===== src/shared/servo_limit_pkg.sv =====
// Package: register map, field layouts, reset values and limits of the servo limit block
package servo_limit_pkg;
  localparam logic [7:0] addr_ctrl      = 8'h00;
  localparam logic [7:0] addr_gain      = 8'h04;
  localparam logic [7:0] addr_offset    = 8'h08;
  localparam logic [7:0] addr_entry1    = 8'h0c;
  localparam logic [7:0] addr_entry2    = 8'h10;
  localparam logic [7:0] addr_entry3    = 8'h14;
  localparam logic [7:0] addr_entry0    = 8'h18;
  localparam logic [7:0] addr_cfg_next  = 8'h1c;
  localparam logic [7:0] addr_status    = 8'h20;
  localparam logic [7:0] addr_alarm     = 8'h24;
  localparam logic [7:0] addr_alarm_clr = 8'h28;
  localparam logic [7:0] addr_cmd_pos   = 8'h2c;
  localparam logic [7:0] addr_limit     = 8'h30;
  // Control register fields
  localparam int ctrl_auto_offset_bit = 0;
  localparam int ctrl_capture_bit     = 1;
  // Pending system settings fields
  localparam int cfg_analog_bit       = 0;
  localparam int cfg_abs_bit          = 1;
  // Alarm fields
  localparam int alm_no_batt_bit      = 0;
  localparam int alm_abs_unsup_bit    = 1;
  localparam int alm_pos_loss_bit     = 2;
  localparam int alm_range_bit        = 3;
  localparam int alarm_width          = 4;
  // Torque in percent of rated, millivolts for analog input
  localparam logic [8:0]  torque_max_pct    = 9'd300;
  localparam logic [8:0]  gain_max_pct      = 9'd300;
  localparam logic [8:0]  gain_reset_pct    = 9'd30;
  localparam logic [15:0] offset_reset_mv   = 16'h0000;
  localparam logic [8:0]  entry_reset_pct   = 9'd300;
  localparam logic        analog_reset      = 1'b1;
  localparam logic        abs_reset         = 1'b0;
  localparam int          mv_per_volt       = 1000;
  // Revolution range bounds on the position counter
  localparam logic signed [15:0] rev_min    = 16'sh8000;
  localparam logic signed [15:0] rev_max    = 16'sh7fff;
endpackage


===== src/hw/servo_limit.sv =====
// Servo torque limit selection and absolute position supervision
//
// Local design decisions: the APB interface to the registers and the register addresses.
module servo_limit
  import servo_limit_pkg::*;
(
  input  wire logic        pclk,
  input  wire logic        presetn,
  input  wire logic        psel,
  input  wire logic        penable,
  input  wire logic        pwrite,
  input  wire logic [7:0]  paddr,
  input  wire logic [31:0] pwdata,
  output logic      [31:0] prdata,
  output logic             pready,
  output logic             pslverr,
  input  wire logic        data_select_low,
  input  wire logic        data_select_high,
  input  wire logic        torque_limit_enable,
  input  wire logic [15:0] analog_in_mv,
  input  wire logic [8:0]  torque_demand_pct,
  input  wire logic        pulse_step,
  input  wire logic        pulse_dir_neg,
  input  wire logic [15:0] pulses_per_rev,
  input  wire logic        battery_present,
  input  wire logic        battery_low,
  input  wire logic        encoder_connected,
  input  wire logic        retained_valid,
  input  wire logic [31:0] retained_pos,
  input  wire logic        absolute_function_switch,
  input  wire logic        motor_run_request,
  output logic      [8:0]  torque_cmd_pct,
  output logic      [8:0]  active_limit_pct,
  output logic             limit_reached_flag,
  output logic      [31:0] command_pos,
  output logic             position_retain_en,
  output logic             absolute_enabled,
  output logic      [alarm_width-1:0] alarm_flags
);
  typedef enum logic [1:0] {
    boot_capture = 2'b00,
    boot_check   = 2'b01,
    boot_run     = 2'b10
  } boot_type;

  boot_type    boot_r;
  logic        analog_input_option_r;
  logic        abs_en_r;
  logic        cfg_analog_r = analog_reset;
  logic        auto_offset_enable_r;
  logic [8:0]  analog_limit_gain_r;
  logic [15:0] analog_limit_offset_volts_r;
  logic [15:0] auto_offset_mv_r;
  logic [8:0]  entry_val [4];
  logic [3:0]  entry_wr;
  logic [1:0]  sel_r;
  logic        limit_en_r;
  logic [8:0]  limit_nxt;
  logic [8:0]  limit_r;
  logic [8:0]  analog_pct;
  logic [15:0] offset_mv;
  logic [15:0] net_mv;
  logic [31:0] analog_prod;
  logic [31:0] pos_r;
  logic [31:0] rev_r;
  logic [15:0] rev_frac_r;
  logic [31:0] boot_rev;
  logic [31:0] boot_frac;
  logic        range_err_r;
  logic [alarm_width-1:0] alarm_r;
  logic [alarm_width-1:0] alarm_set;
  logic        wr_acc;
  logic [31:0] wdata_lim;

  // Zero wait states: every register answers in the first access cycle
  assign pready  = 1'b1;
  assign wr_acc  = psel && penable && pwrite;
  assign wdata_lim = pwdata;

  // Unmapped addresses answer with an error on the access phase
  always_comb begin
    case (paddr)
      addr_ctrl, addr_gain, addr_offset, addr_entry1, addr_entry2, addr_entry3,
      addr_entry0, addr_cfg_next, addr_status, addr_alarm, addr_alarm_clr,
      addr_cmd_pos, addr_limit: pslverr = 1'b0;
      default: pslverr = psel && penable;
    endcase
  end

  // Power-up: analog option latched once from its pending value, absolute enable from absolute_function_switch
  always_ff @(posedge pclk or negedge presetn) begin
    if (!presetn) begin
      boot_r                <= boot_capture;
      analog_input_option_r <= analog_reset;
      abs_en_r              <= abs_reset;
    end else begin
      case (boot_r)
        boot_capture: begin
          analog_input_option_r <= cfg_analog_r;
          abs_en_r              <= absolute_function_switch;
          boot_r                <= boot_check;
        end
        boot_check: boot_r <= boot_run;
        boot_run:   boot_r <= boot_run;
        default:    boot_r <= boot_capture;
      endcase
    end
  end

  // Software settings
  always_ff @(posedge pclk or negedge presetn) begin
    if (!presetn) begin
      auto_offset_enable_r        <= 1'b0;
      analog_limit_gain_r         <= gain_reset_pct;
      analog_limit_offset_volts_r <= offset_reset_mv;
    end else if (wr_acc) begin
      case (paddr)
        addr_ctrl:     auto_offset_enable_r <= wdata_lim[ctrl_auto_offset_bit];
        addr_gain:     analog_limit_gain_r  <= (wdata_lim[8:0] > gain_max_pct) ?
                                               gain_max_pct : wdata_lim[8:0];
        addr_offset:   analog_limit_offset_volts_r <= wdata_lim[15:0];
        default: ;
      endcase
    end
  end

  // Pending system setting stands for a non-volatile store: reset leaves it alone,
  // so a value written before a power cycle is the one the next boot latches
  always_ff @(posedge pclk) begin
    if (wr_acc && paddr == addr_cfg_next) begin
      cfg_analog_r <= wdata_lim[cfg_analog_bit];
    end
  end

  // Auto offset: software strobes capture while 0 V is applied
  always_ff @(posedge pclk or negedge presetn) begin
    if (!presetn) begin
      auto_offset_mv_r <= 16'h0000;
    end else if (wr_acc && paddr == addr_ctrl && wdata_lim[ctrl_capture_bit]) begin
      auto_offset_mv_r <= analog_in_mv;
    end
  end

  genvar gi;
  generate
    for (gi = 0; gi < 4; gi++) begin : g_entry
      torque_entry_reg u_entry (
        .pclk    (pclk),
        .presetn (presetn),
        .wr_en   (entry_wr[gi]),
        .wr_data (wdata_lim[8:0]),
        .value_r (entry_val[gi])
      );
    end
  endgenerate

  // One write strobe per entry
  assign entry_wr[0] = wr_acc && paddr == addr_entry0;
  assign entry_wr[1] = wr_acc && paddr == addr_entry1;
  assign entry_wr[2] = wr_acc && paddr == addr_entry2;
  assign entry_wr[3] = wr_acc && paddr == addr_entry3;

  // Analog limit: (input - offset) in volts times gain percent per volt
  always_comb begin
    offset_mv   = auto_offset_enable_r ? auto_offset_mv_r : analog_limit_offset_volts_r;
    net_mv      = (analog_in_mv > offset_mv) ? 16'(analog_in_mv - offset_mv) : 16'h0000;
    analog_prod = (32'(net_mv) * 32'(analog_limit_gain_r)) / 32'(mv_per_volt);
    analog_pct  = (analog_prod > 32'(torque_max_pct)) ? torque_max_pct : analog_prod[8:0];
  end

  // Inputs sampled every cycle; the chosen limit applies from the next one
  always_ff @(posedge pclk or negedge presetn) begin
    if (!presetn) begin
      sel_r      <= 2'b00;
      limit_en_r <= 1'b0;
    end else begin
      sel_r      <= {data_select_high, data_select_low};
      limit_en_r <= torque_limit_enable;
    end
  end

  always_comb begin
    if (sel_r == 2'b00 && analog_input_option_r) begin
      limit_nxt = analog_pct;
    end else begin
      limit_nxt = entry_val[sel_r];
    end
  end

  always_ff @(posedge pclk or negedge presetn) begin
    if (!presetn) begin
      limit_r <= torque_max_pct;
    end else begin
      limit_r <= limit_en_r ? limit_nxt : torque_max_pct;
    end
  end

  // Torque cap; a zero limit gives zero torque whatever the demand
  always_ff @(posedge pclk or negedge presetn) begin
    if (!presetn) begin
      torque_cmd_pct     <= 9'd0;
      limit_reached_flag <= 1'b0;
    end else begin
      torque_cmd_pct     <= (torque_demand_pct > limit_r) ? limit_r : torque_demand_pct;
      limit_reached_flag <= limit_en_r && (torque_demand_pct >= limit_r);
    end
  end

  assign active_limit_pct = limit_r;

  // Revolution count rebuilt from a retained position so the revolution bound still holds
  // Floor division keeps a negative position's fraction in 0 to pulses_per_rev-1
  always_comb begin
    boot_rev  = $signed(retained_pos) / $signed({16'h0000, pulses_per_rev});
    boot_frac = $signed(retained_pos) % $signed({16'h0000, pulses_per_rev});
    if ($signed(boot_frac) < 0) begin
      boot_rev  = boot_rev - 32'h0000_0001;
      boot_frac = boot_frac + {16'h0000, pulses_per_rev};
    end
  end

  // Command position keeps counting pulses even with zero torque allowed
  always_ff @(posedge pclk or negedge presetn) begin
    if (!presetn) begin
      pos_r       <= 32'h0000_0000;
      rev_r       <= 32'h0000_0000;
      rev_frac_r  <= 16'h0000;
      range_err_r <= 1'b0;
    end else if (boot_r == boot_capture) begin
      // Retained position only with absolute on and battery present
      if (absolute_function_switch && battery_present && retained_valid) begin
        pos_r      <= retained_pos;
        rev_r      <= boot_rev;
        rev_frac_r <= boot_frac[15:0];
      end else begin
        pos_r      <= 32'h0000_0000;
        rev_r      <= 32'h0000_0000;
        rev_frac_r <= 16'h0000;
      end
    end else if (pulse_step && !range_err_r) begin
      if (pulse_dir_neg) begin
        if (pos_r == 32'h8000_0000 || ($signed(rev_r) <= 32'(rev_min) && rev_frac_r == 16'h0000)) begin
          range_err_r <= 1'b1;
        end else begin
          pos_r <= pos_r - 32'h0000_0001;
          if (rev_frac_r == 16'h0000) begin
            rev_frac_r <= pulses_per_rev - 16'h0001;
            rev_r      <= rev_r - 32'h0000_0001;
          end else begin
            rev_frac_r <= rev_frac_r - 16'h0001;
          end
        end
      end else begin
        if (pos_r == 32'h7fff_ffff ||
            ($signed(rev_r) >= 32'(rev_max) && rev_frac_r >= pulses_per_rev - 16'h0001)) begin
          range_err_r <= 1'b1;
        end else begin
          pos_r <= pos_r + 32'h0000_0001;
          if (rev_frac_r >= pulses_per_rev - 16'h0001) begin
            rev_frac_r <= 16'h0000;
            rev_r      <= rev_r + 32'h0000_0001;
          end else begin
            rev_frac_r <= rev_frac_r + 16'h0001;
          end
        end
      end
    end
  end

  assign command_pos        = pos_r;
  assign absolute_enabled   = abs_en_r;
  assign position_retain_en = abs_en_r && battery_present;

  // Alarm causes evaluated once settings are latched
  always_comb begin
    alarm_set = '0;
    if (boot_r != boot_capture) begin
      alarm_set[alm_no_batt_bit]   = abs_en_r && !battery_present;
      alarm_set[alm_abs_unsup_bit] = !abs_en_r && battery_present;
      alarm_set[alm_pos_loss_bit]  = abs_en_r && (
                                     (boot_r == boot_check && !retained_valid) ||
                                     battery_low || !encoder_connected ||
                                     (alarm_r[alm_range_bit] && motor_run_request));
      alarm_set[alm_range_bit]     = range_err_r;
    end
  end

  // Sticky alarms; a cause present in the clearing cycle keeps its bit set
  always_ff @(posedge pclk or negedge presetn) begin
    if (!presetn) begin
      alarm_r <= '0;
    end else if (wr_acc && paddr == addr_alarm_clr) begin
      alarm_r <= (alarm_r & ~wdata_lim[alarm_width-1:0]) | alarm_set;
    end else begin
      alarm_r <= alarm_r | alarm_set;
    end
  end

  assign alarm_flags = alarm_r;

  // Read data registered on the setup cycle so it holds through the access phase
  always_ff @(posedge pclk or negedge presetn) begin
    if (!presetn) begin
      prdata <= 32'h0000_0000;
    end else if (psel && !penable && !pwrite) begin
      case (paddr)
        addr_ctrl:     prdata <= {31'h0, auto_offset_enable_r};
        addr_gain:     prdata <= {23'h0, analog_limit_gain_r};
        addr_offset:   prdata <= {16'h0, analog_limit_offset_volts_r};
        addr_entry0:   prdata <= {23'h0, entry_val[0]};
        addr_entry1:   prdata <= {23'h0, entry_val[1]};
        addr_entry2:   prdata <= {23'h0, entry_val[2]};
        addr_entry3:   prdata <= {23'h0, entry_val[3]};
        addr_cfg_next: prdata <= {30'h0, absolute_function_switch, cfg_analog_r};
        addr_status:   prdata <= {26'h0, range_err_r, limit_reached_flag, limit_en_r,
                                  abs_en_r, analog_input_option_r, sel_r != 2'b00};
        addr_alarm:    prdata <= {28'h0, alarm_r};
        addr_cmd_pos:  prdata <= pos_r;
        addr_limit:    prdata <= {23'h0, limit_r};
        default:       prdata <= 32'h0000_0000;
      endcase
    end
  end
endmodule


===== src/hw/torque_entry_reg.sv =====
// One software-written torque-limit entry, clamped to the maximum torque
module torque_entry_reg
  import servo_limit_pkg::*;
(
  input  wire logic       pclk,
  input  wire logic       presetn,
  input  wire logic       wr_en,
  input  wire logic [8:0] wr_data,
  output logic      [8:0] value_r
);
  always_ff @(posedge pclk or negedge presetn) begin
    if (!presetn) begin
      value_r <= entry_reset_pct;
    end else if (wr_en) begin
      value_r <= (wr_data > torque_max_pct) ? torque_max_pct : wr_data;
    end
  end
endmodule


===== config.mk =====
export PLATFORM = sky130hd
export DESIGN_NAME = servo_limit
export DESIGN_NICKNAME = d
export VERILOG_FILES = /design/src/shared/servo_limit_pkg.sv /design/src/hw/servo_limit.sv /design/src/hw/torque_entry_reg.sv
export SDC_FILE = /design/constraint.sdc
export NUM_CORES = 2
export LEC_CHECK = 0
export ABC_AREA = 1
export BUFFER_PORTS_ARGS = -buffer_cell sky130_fd_sc_hd__buf_2
export CAP_MARGIN = 30
export CORE_MARGIN = 1
export CORE_UTILIZATION = 50
export CTS_BUF_LIST = sky130_fd_sc_hd__clkbuf_8
export CTS_CLUSTER_SIZE = 8
export DETAILED_ROUTE_END_ITERATION = 8
export GPL_TIMING_DRIVEN = 0
export PLACE_DENSITY = 0.67
export SYNTH_ARGS = -nofsm -noshare
export SYNTH_HDL_FRONTEND = slang
export SYNTH_SLANG_ARGS = --single-unit

===== constraint.sdc =====
create_clock -name pclk -period 26.6 [get_ports pclk]
set_clock_uncertainty 0.1 [all_clocks]
set_input_delay 1.33 -clock pclk [delete_from_list [all_inputs] [get_ports pclk]]
set_output_delay 1.33 -clock pclk [all_outputs]
set_load 0.02 [all_outputs]

==> results of run 1 <==
==> cell usage after synthesis, types with 27 or more instances <==
cell | number | area [um2]
nand2_2 | 61 | 381.6
clkbuf_1 | 86 | 322.8
nand2_1 | 1980 | 7432
o211ai_1 | 31 | 232.7
o22ai_1 | 42 | 262.8
nor3_1 | 84 | 420.4
nand4_1 | 146 | 913.4
nand3_1 | 469 | 2347
nor2_1 | 688 | 2582
fa_1 | 104 | 2082
nor2_2 | 36 | 225.2
inv_2 | 70 | 262.8
o21ai_1 | 79 | 395.4
ha_1 | 567 | 7094
o31ai_1 | 30 | 225.2
dfrtp_1 | 196 | 4905
a21oi_1 | 488 | 2442
nand3_2 | 43 | 430.4
o21bai_1 | 47 | 352.8
xnor2_1 | 172 | 1506
nor4_1 | 36 | 225.2
or2_2 | 56 | 350.3
a22oi_1 | 27 | 202.7
o21ai_0 | 521 | 2608
xor2_1 | 334 | 2925
a21o_1 | 39 | 292.8
inv_1 | 1167 | 4380
==> cell families after synthesis <==
family,Yosys count
other,1
DFF,222
buffers and inverters,1435
AOI/OAI and AO/OA,1476
xor gates and xnor gates,506
and+or+nand+nor,3722
muxes,22
adders and majority gates,671
==> per-stage QoR <==
step	std cells	util, %	hold slack, ns
2_1_floorplan	8055	-	0.3476
3_3_place_gp	9544	54.81	0.3642
3_5_place_dp	9559	55.05	0.3619
4_1_cts	10820	67.17	0.3794
==> timing repair <==
item	4_1_cts
resized for setup	497
hold buffers	0
pin swaps	506
setup buffers	1182
cloned	8
endpoints found under the setup margin	48
==> per-layer routing <==
metal  GRT usage, %  overflow
met3          54.09         0
met1          68.20         2
met4          56.56         0
met2          81.18         2
met5          43.69         0
==> flow_metrics.py, run 1 <==
metrics = {
    "clock_tree": {
        "clock_path_buffers": 3,
        "htreeDepth": 2,
        "cts_root_buf": "clkbuf_8",
        "cts-buffers-inserted": 38,
        "clock-sinks": 222,
    },
    "grt": {
        "grt-ovfl-total": 4,
        "antenna_found_initial": 50,
        "grt.total_usage_pct": 66.64,
        "grt_max_degree": 97,
    },
    "logic_synthesis": {
        "syn_nets": 8855,
        "synth_seq_cells": 222,
        "synthXorXnorAreaFrac_pct": 8.835,
        "synth.distinct_cells": 81,
        "synth_area_mm2": 0.05016,
        "synth-adder-area-share_pct": 18.29,
        "yosysWarnings": 0,
        "synth_top_family_by_area": "simple AND/OR/NAND/NOR gates",
        "avgSynthCellArea_um2": 6.227,
        "syn_inst": 8055,
        "synthFlopType": "dfrtp_1",
        "ys_seq_area_share_pct": 11.15,
        "synthMuxAreaShare_pct": 0.4814,
        "synth-edff-count": 1,
        "synth_compound_area_share_pct": 16.86,
        "async_reset_ff_share_pct": 99.55,
        "yosys.area_share.simple_pct": 32.93,
    },
    "outcome": {
        "firstError": "[ERROR GRT-0232] Routing congestion too high. Check the congestion heatmap in the GUI.",
        "haltStage": "5_1_grt",
        "status": "stopped before the end",
    },
    "placed_design": {
        "pre_cts_ws_ns": -66.03,
        "io_buffers": 202,
        "place.gp.congestion": 0.9724,
        "place_area_mm2": 0.05441,
        "dpl.hpwl_um": 144000,
    },
    "sta": {
        "worst-ep-kind": "register input",
        "grt_worst_setup_endpoint": "rev_frac_r[15]$_DFFE_PN0P_/D",
    },
    "die": {
        "initial_core_util_pct": 50.74,
        "die_h_um": 318.7,
        "io_pins": 220,
        "fp.dieW_um": 318.7,
        "rows": 115,
    },
}
==> run 2, diff against run 1 <==
- CORE_UTILIZATION: 50 -> 35
- CTS_BUF_LIST: sky130_fd_sc_hd__clkbuf_8 -> default
- CTS_CLUSTER_SIZE: 8 -> default
- PLACE_DENSITY: 0.67 -> default
- PLACE_DENSITY_LB_ADDON: default -> 0.15
==> flow_metrics.py, run 2 <==
metrics = {
    "grt": {
        "grt_first_pass_wirelength_um": 332300,
        "grt_pass1_vias": 60810,
        "grt-ovfl-total": 0,
        "grt.total_usage_pct": 28.46,
        "grt_max_degree": 107,
        "antenna_found_initial": 6,
    },
    "sta": {
        "fin_crit_ns": 81.48,
        "setup_tns_ns": -2592.95,
        "slew_headroom_pct": 5.216,
        "worst_pin_slew_ns": 1.422,
        "timing.fmax_mhz": 12.27,
        "slew_viol_final": 0,
        "fin_crit_sh_pct": 306.3,
        "layout_setup_ws_ns": -54.88,
        "rsz0062_at_grt": "true",
        "finalSetupViolCount": 48,
        "final-hold-violation-count": 0,
    },
    "drt": {
        "wl_per_cell_um": 19.21,
        "vias": 64230,
        "first_pass_iters": 6,
        "drc": 0,
        "routed_wl_um": 228400,
        "drt.antenna.violating_nets": 0,
        "drtIter0Drc": 5126,
        "vias_per_cell": 5.400,
    },
    "logic_synthesis": {
        "netlist_top_cells_area": "nand2_1 15%, ha_1 14%, dfrtp_1 9.8%",
        "synth-edff-count": 1,
        "async_reset_ff_share_pct": 99.55,
        "synth.most_common_cell": "nand2_1",
        "ys_seq_area_share_pct": 11.15,
        "synth_seq_cells": 222,
        "avgSynthCellArea_um2": 6.227,
        "synth_area_mm2": 0.05016,
        "syn_inst": 8055,
        "synthFlopType": "dfrtp_1",
        "synth.distinct_cells": 81,
        "synth_common_cells": "1980 x nand2_1, 1167 x inv_1, 688 x nor2_1",
        "synth_top_cell_by_area": "nand2_1",
        "yosysTopAreaCellShare_pct": 14.82,
        "yosysWarnings": 0,
        "syn_nets": 8855,
    },
    "clock_tree": {
        "cts_root_buf": "clkbuf_16",
        "cts-buffers-inserted": 25,
        "cts_tree": "done",
        "clk_latency_ns": 0.58,
        "clock_path_buffers": 3,
        "clock-sinks": 222,
        "htreeDepth": 1,
        "clk_pin_slew_ns": 0.07,
    },
    "layout": {
        "area_growth_pct": 46.78,
        "nets": 10780,
        "drive_above_1_share_pct": 33.10,
        "utilization_pct": 51.87,
        "largest_reg_flops": 36,
        "layout_commonest_cell": "nand2_1",
        "regMostFlops": "g_entry.u_entry.value_r",
        "layout_common_cells": "1767 x nand2_1, 1662 x buf_4, 1086 x inv_1",
    },
    "die": {
        "dieArea_mm2": 0.1448,
        "io_pins": 220,
        "fp.dieW_um": 380.6,
        "initial_core_util_pct": 35.34,
        "core_area_mm2": 0.1419,
        "rows": 138,
        "die_h_um": 380.6,
    },
    "worst_setup_path": {
        "crit_family": "compound AO/OA/AOI/OAI gates",
        "critPathSlowestCell": "xor2_2",
        "crit_required_ns": 26.95,
        "critPathMaxStageDelay_ns": 0.56,
        "cp.buffers_inverters": 214,
        "crit_path_start_kind": "primary input",
        "path_common_cell": "buf_4",
        "crit_arrival_ns": 81.83,
        "critPathMaxFanout": 8,
        "crit_type": "primary input to flop",
        "worstSetupEndpointType": "flop",
    },
    "placed_design": {
        "dpl.hpwl_um": 151900,
        "io_buffers": 202,
        "place.gp.congestion": 0.9643,
    },
    "flow_run": {
        "max-cap-violations": 0,
    },
    "outcome": {
        "violations": "negative setup slack",
        "status": "finished with violations",
    },
    "min_path": {
        "hold_path_class": "flop to flop",
    },
}
run 2: cell counts after synthesis:
No cell type changed its count.
run 2: worst reg2reg max path, delay by kind of cell (launching register included):
kind,cells,cell delay (ns)
AO/OA/AOI/OAI,19,3.95
XOR/XNOR,7,2.23
adder cells (fa/ha/maj),6,2.54
buffers and inverters,16,2.57
flip-flops,1,0.35
AND/OR/NAND/NOR,75,9.93
run 2: metal layers:
layer,part of all wire (%),up-vias,track usage [%]
li1,-,30260,-
met1,42,30280,36.54
met2,46,2797,48.78
met3,6.9,892,3.180
met4,5.1,4,10.33
met5,0.012,-,0
run 2: final cells by class:
cell class	instances	area, um2
clock buffer	29	660.6
multi-input combinational	6399	44180
sequential	222	5592
buffer	168	1663
fill	13380	68310
timing repair buffer	1898	14100
antenna	6	15.01
clock inverter	16	150.1
tap	1890	2365
inverter	1267	4902
run 2: kinds of logic after synthesis:
family / count (synthesis) / synth area share [%]
adder cells (fa/ha/maj): 671 / 18.29
other: 1 / 0.007476
XOR/XNOR: 506 / 8.835
buffers and inverters: 1435 / 11.45
AND/OR/NAND/NOR: 3722 / 32.93
flip-flops: 222 / 11.15
AO/OA/AOI/OAI: 1476 / 16.86
multiplexers: 22 / 0.4814
run 2: repair_timing:
item,in CTS,in global routing
hold endpoints to repair,0,0
setup endpoints to repair,48,48
cloned,6,0
pin swaps,513,535
resized for setup,593,469
hold buffers,0,0
buffers inserted,1442,246
run 2: metrics by stage:
stage	hold slack, ns	cell area [um2]	instances	setup WS [ns]
after floorplan	0.3476	51560	8055	-52.22
after global placement	0.3654	54940	10150	-65.52
after detailed placement	0.3715	55320	10170	-66.13
after CTS	0.3872	69670	11660	-50.82
after global routing	0.4017	73610	11890	-58.38
final	0.3842	73620	11900	-54.88
run 2: final timing paths:
kind | cells past startpoint | start | endpoint | slack [ns]
setup / recovery | 667 | retained_pos[4] | rev_frac_r[14] | -54.88
hold / removal | 2 | prdata[22] | prdata[22] | 0.38
setup reg to reg | 123 | auto_offset_enable_r | active_limit_pct[6] | 4.86
hold reg to reg | 2 | prdata[22] | prdata[22] | 0.38
max in group asynchronous | 3 | presetn | analog_limit_gain_r[4] | 24.48
min in group asynchronous | 1 | presetn | rev_frac_r[12] | 0.56
Power of run 2 is not shown: default switching activity piles up to over one toggle a cycle in this logic, so the estimate is an artifact.
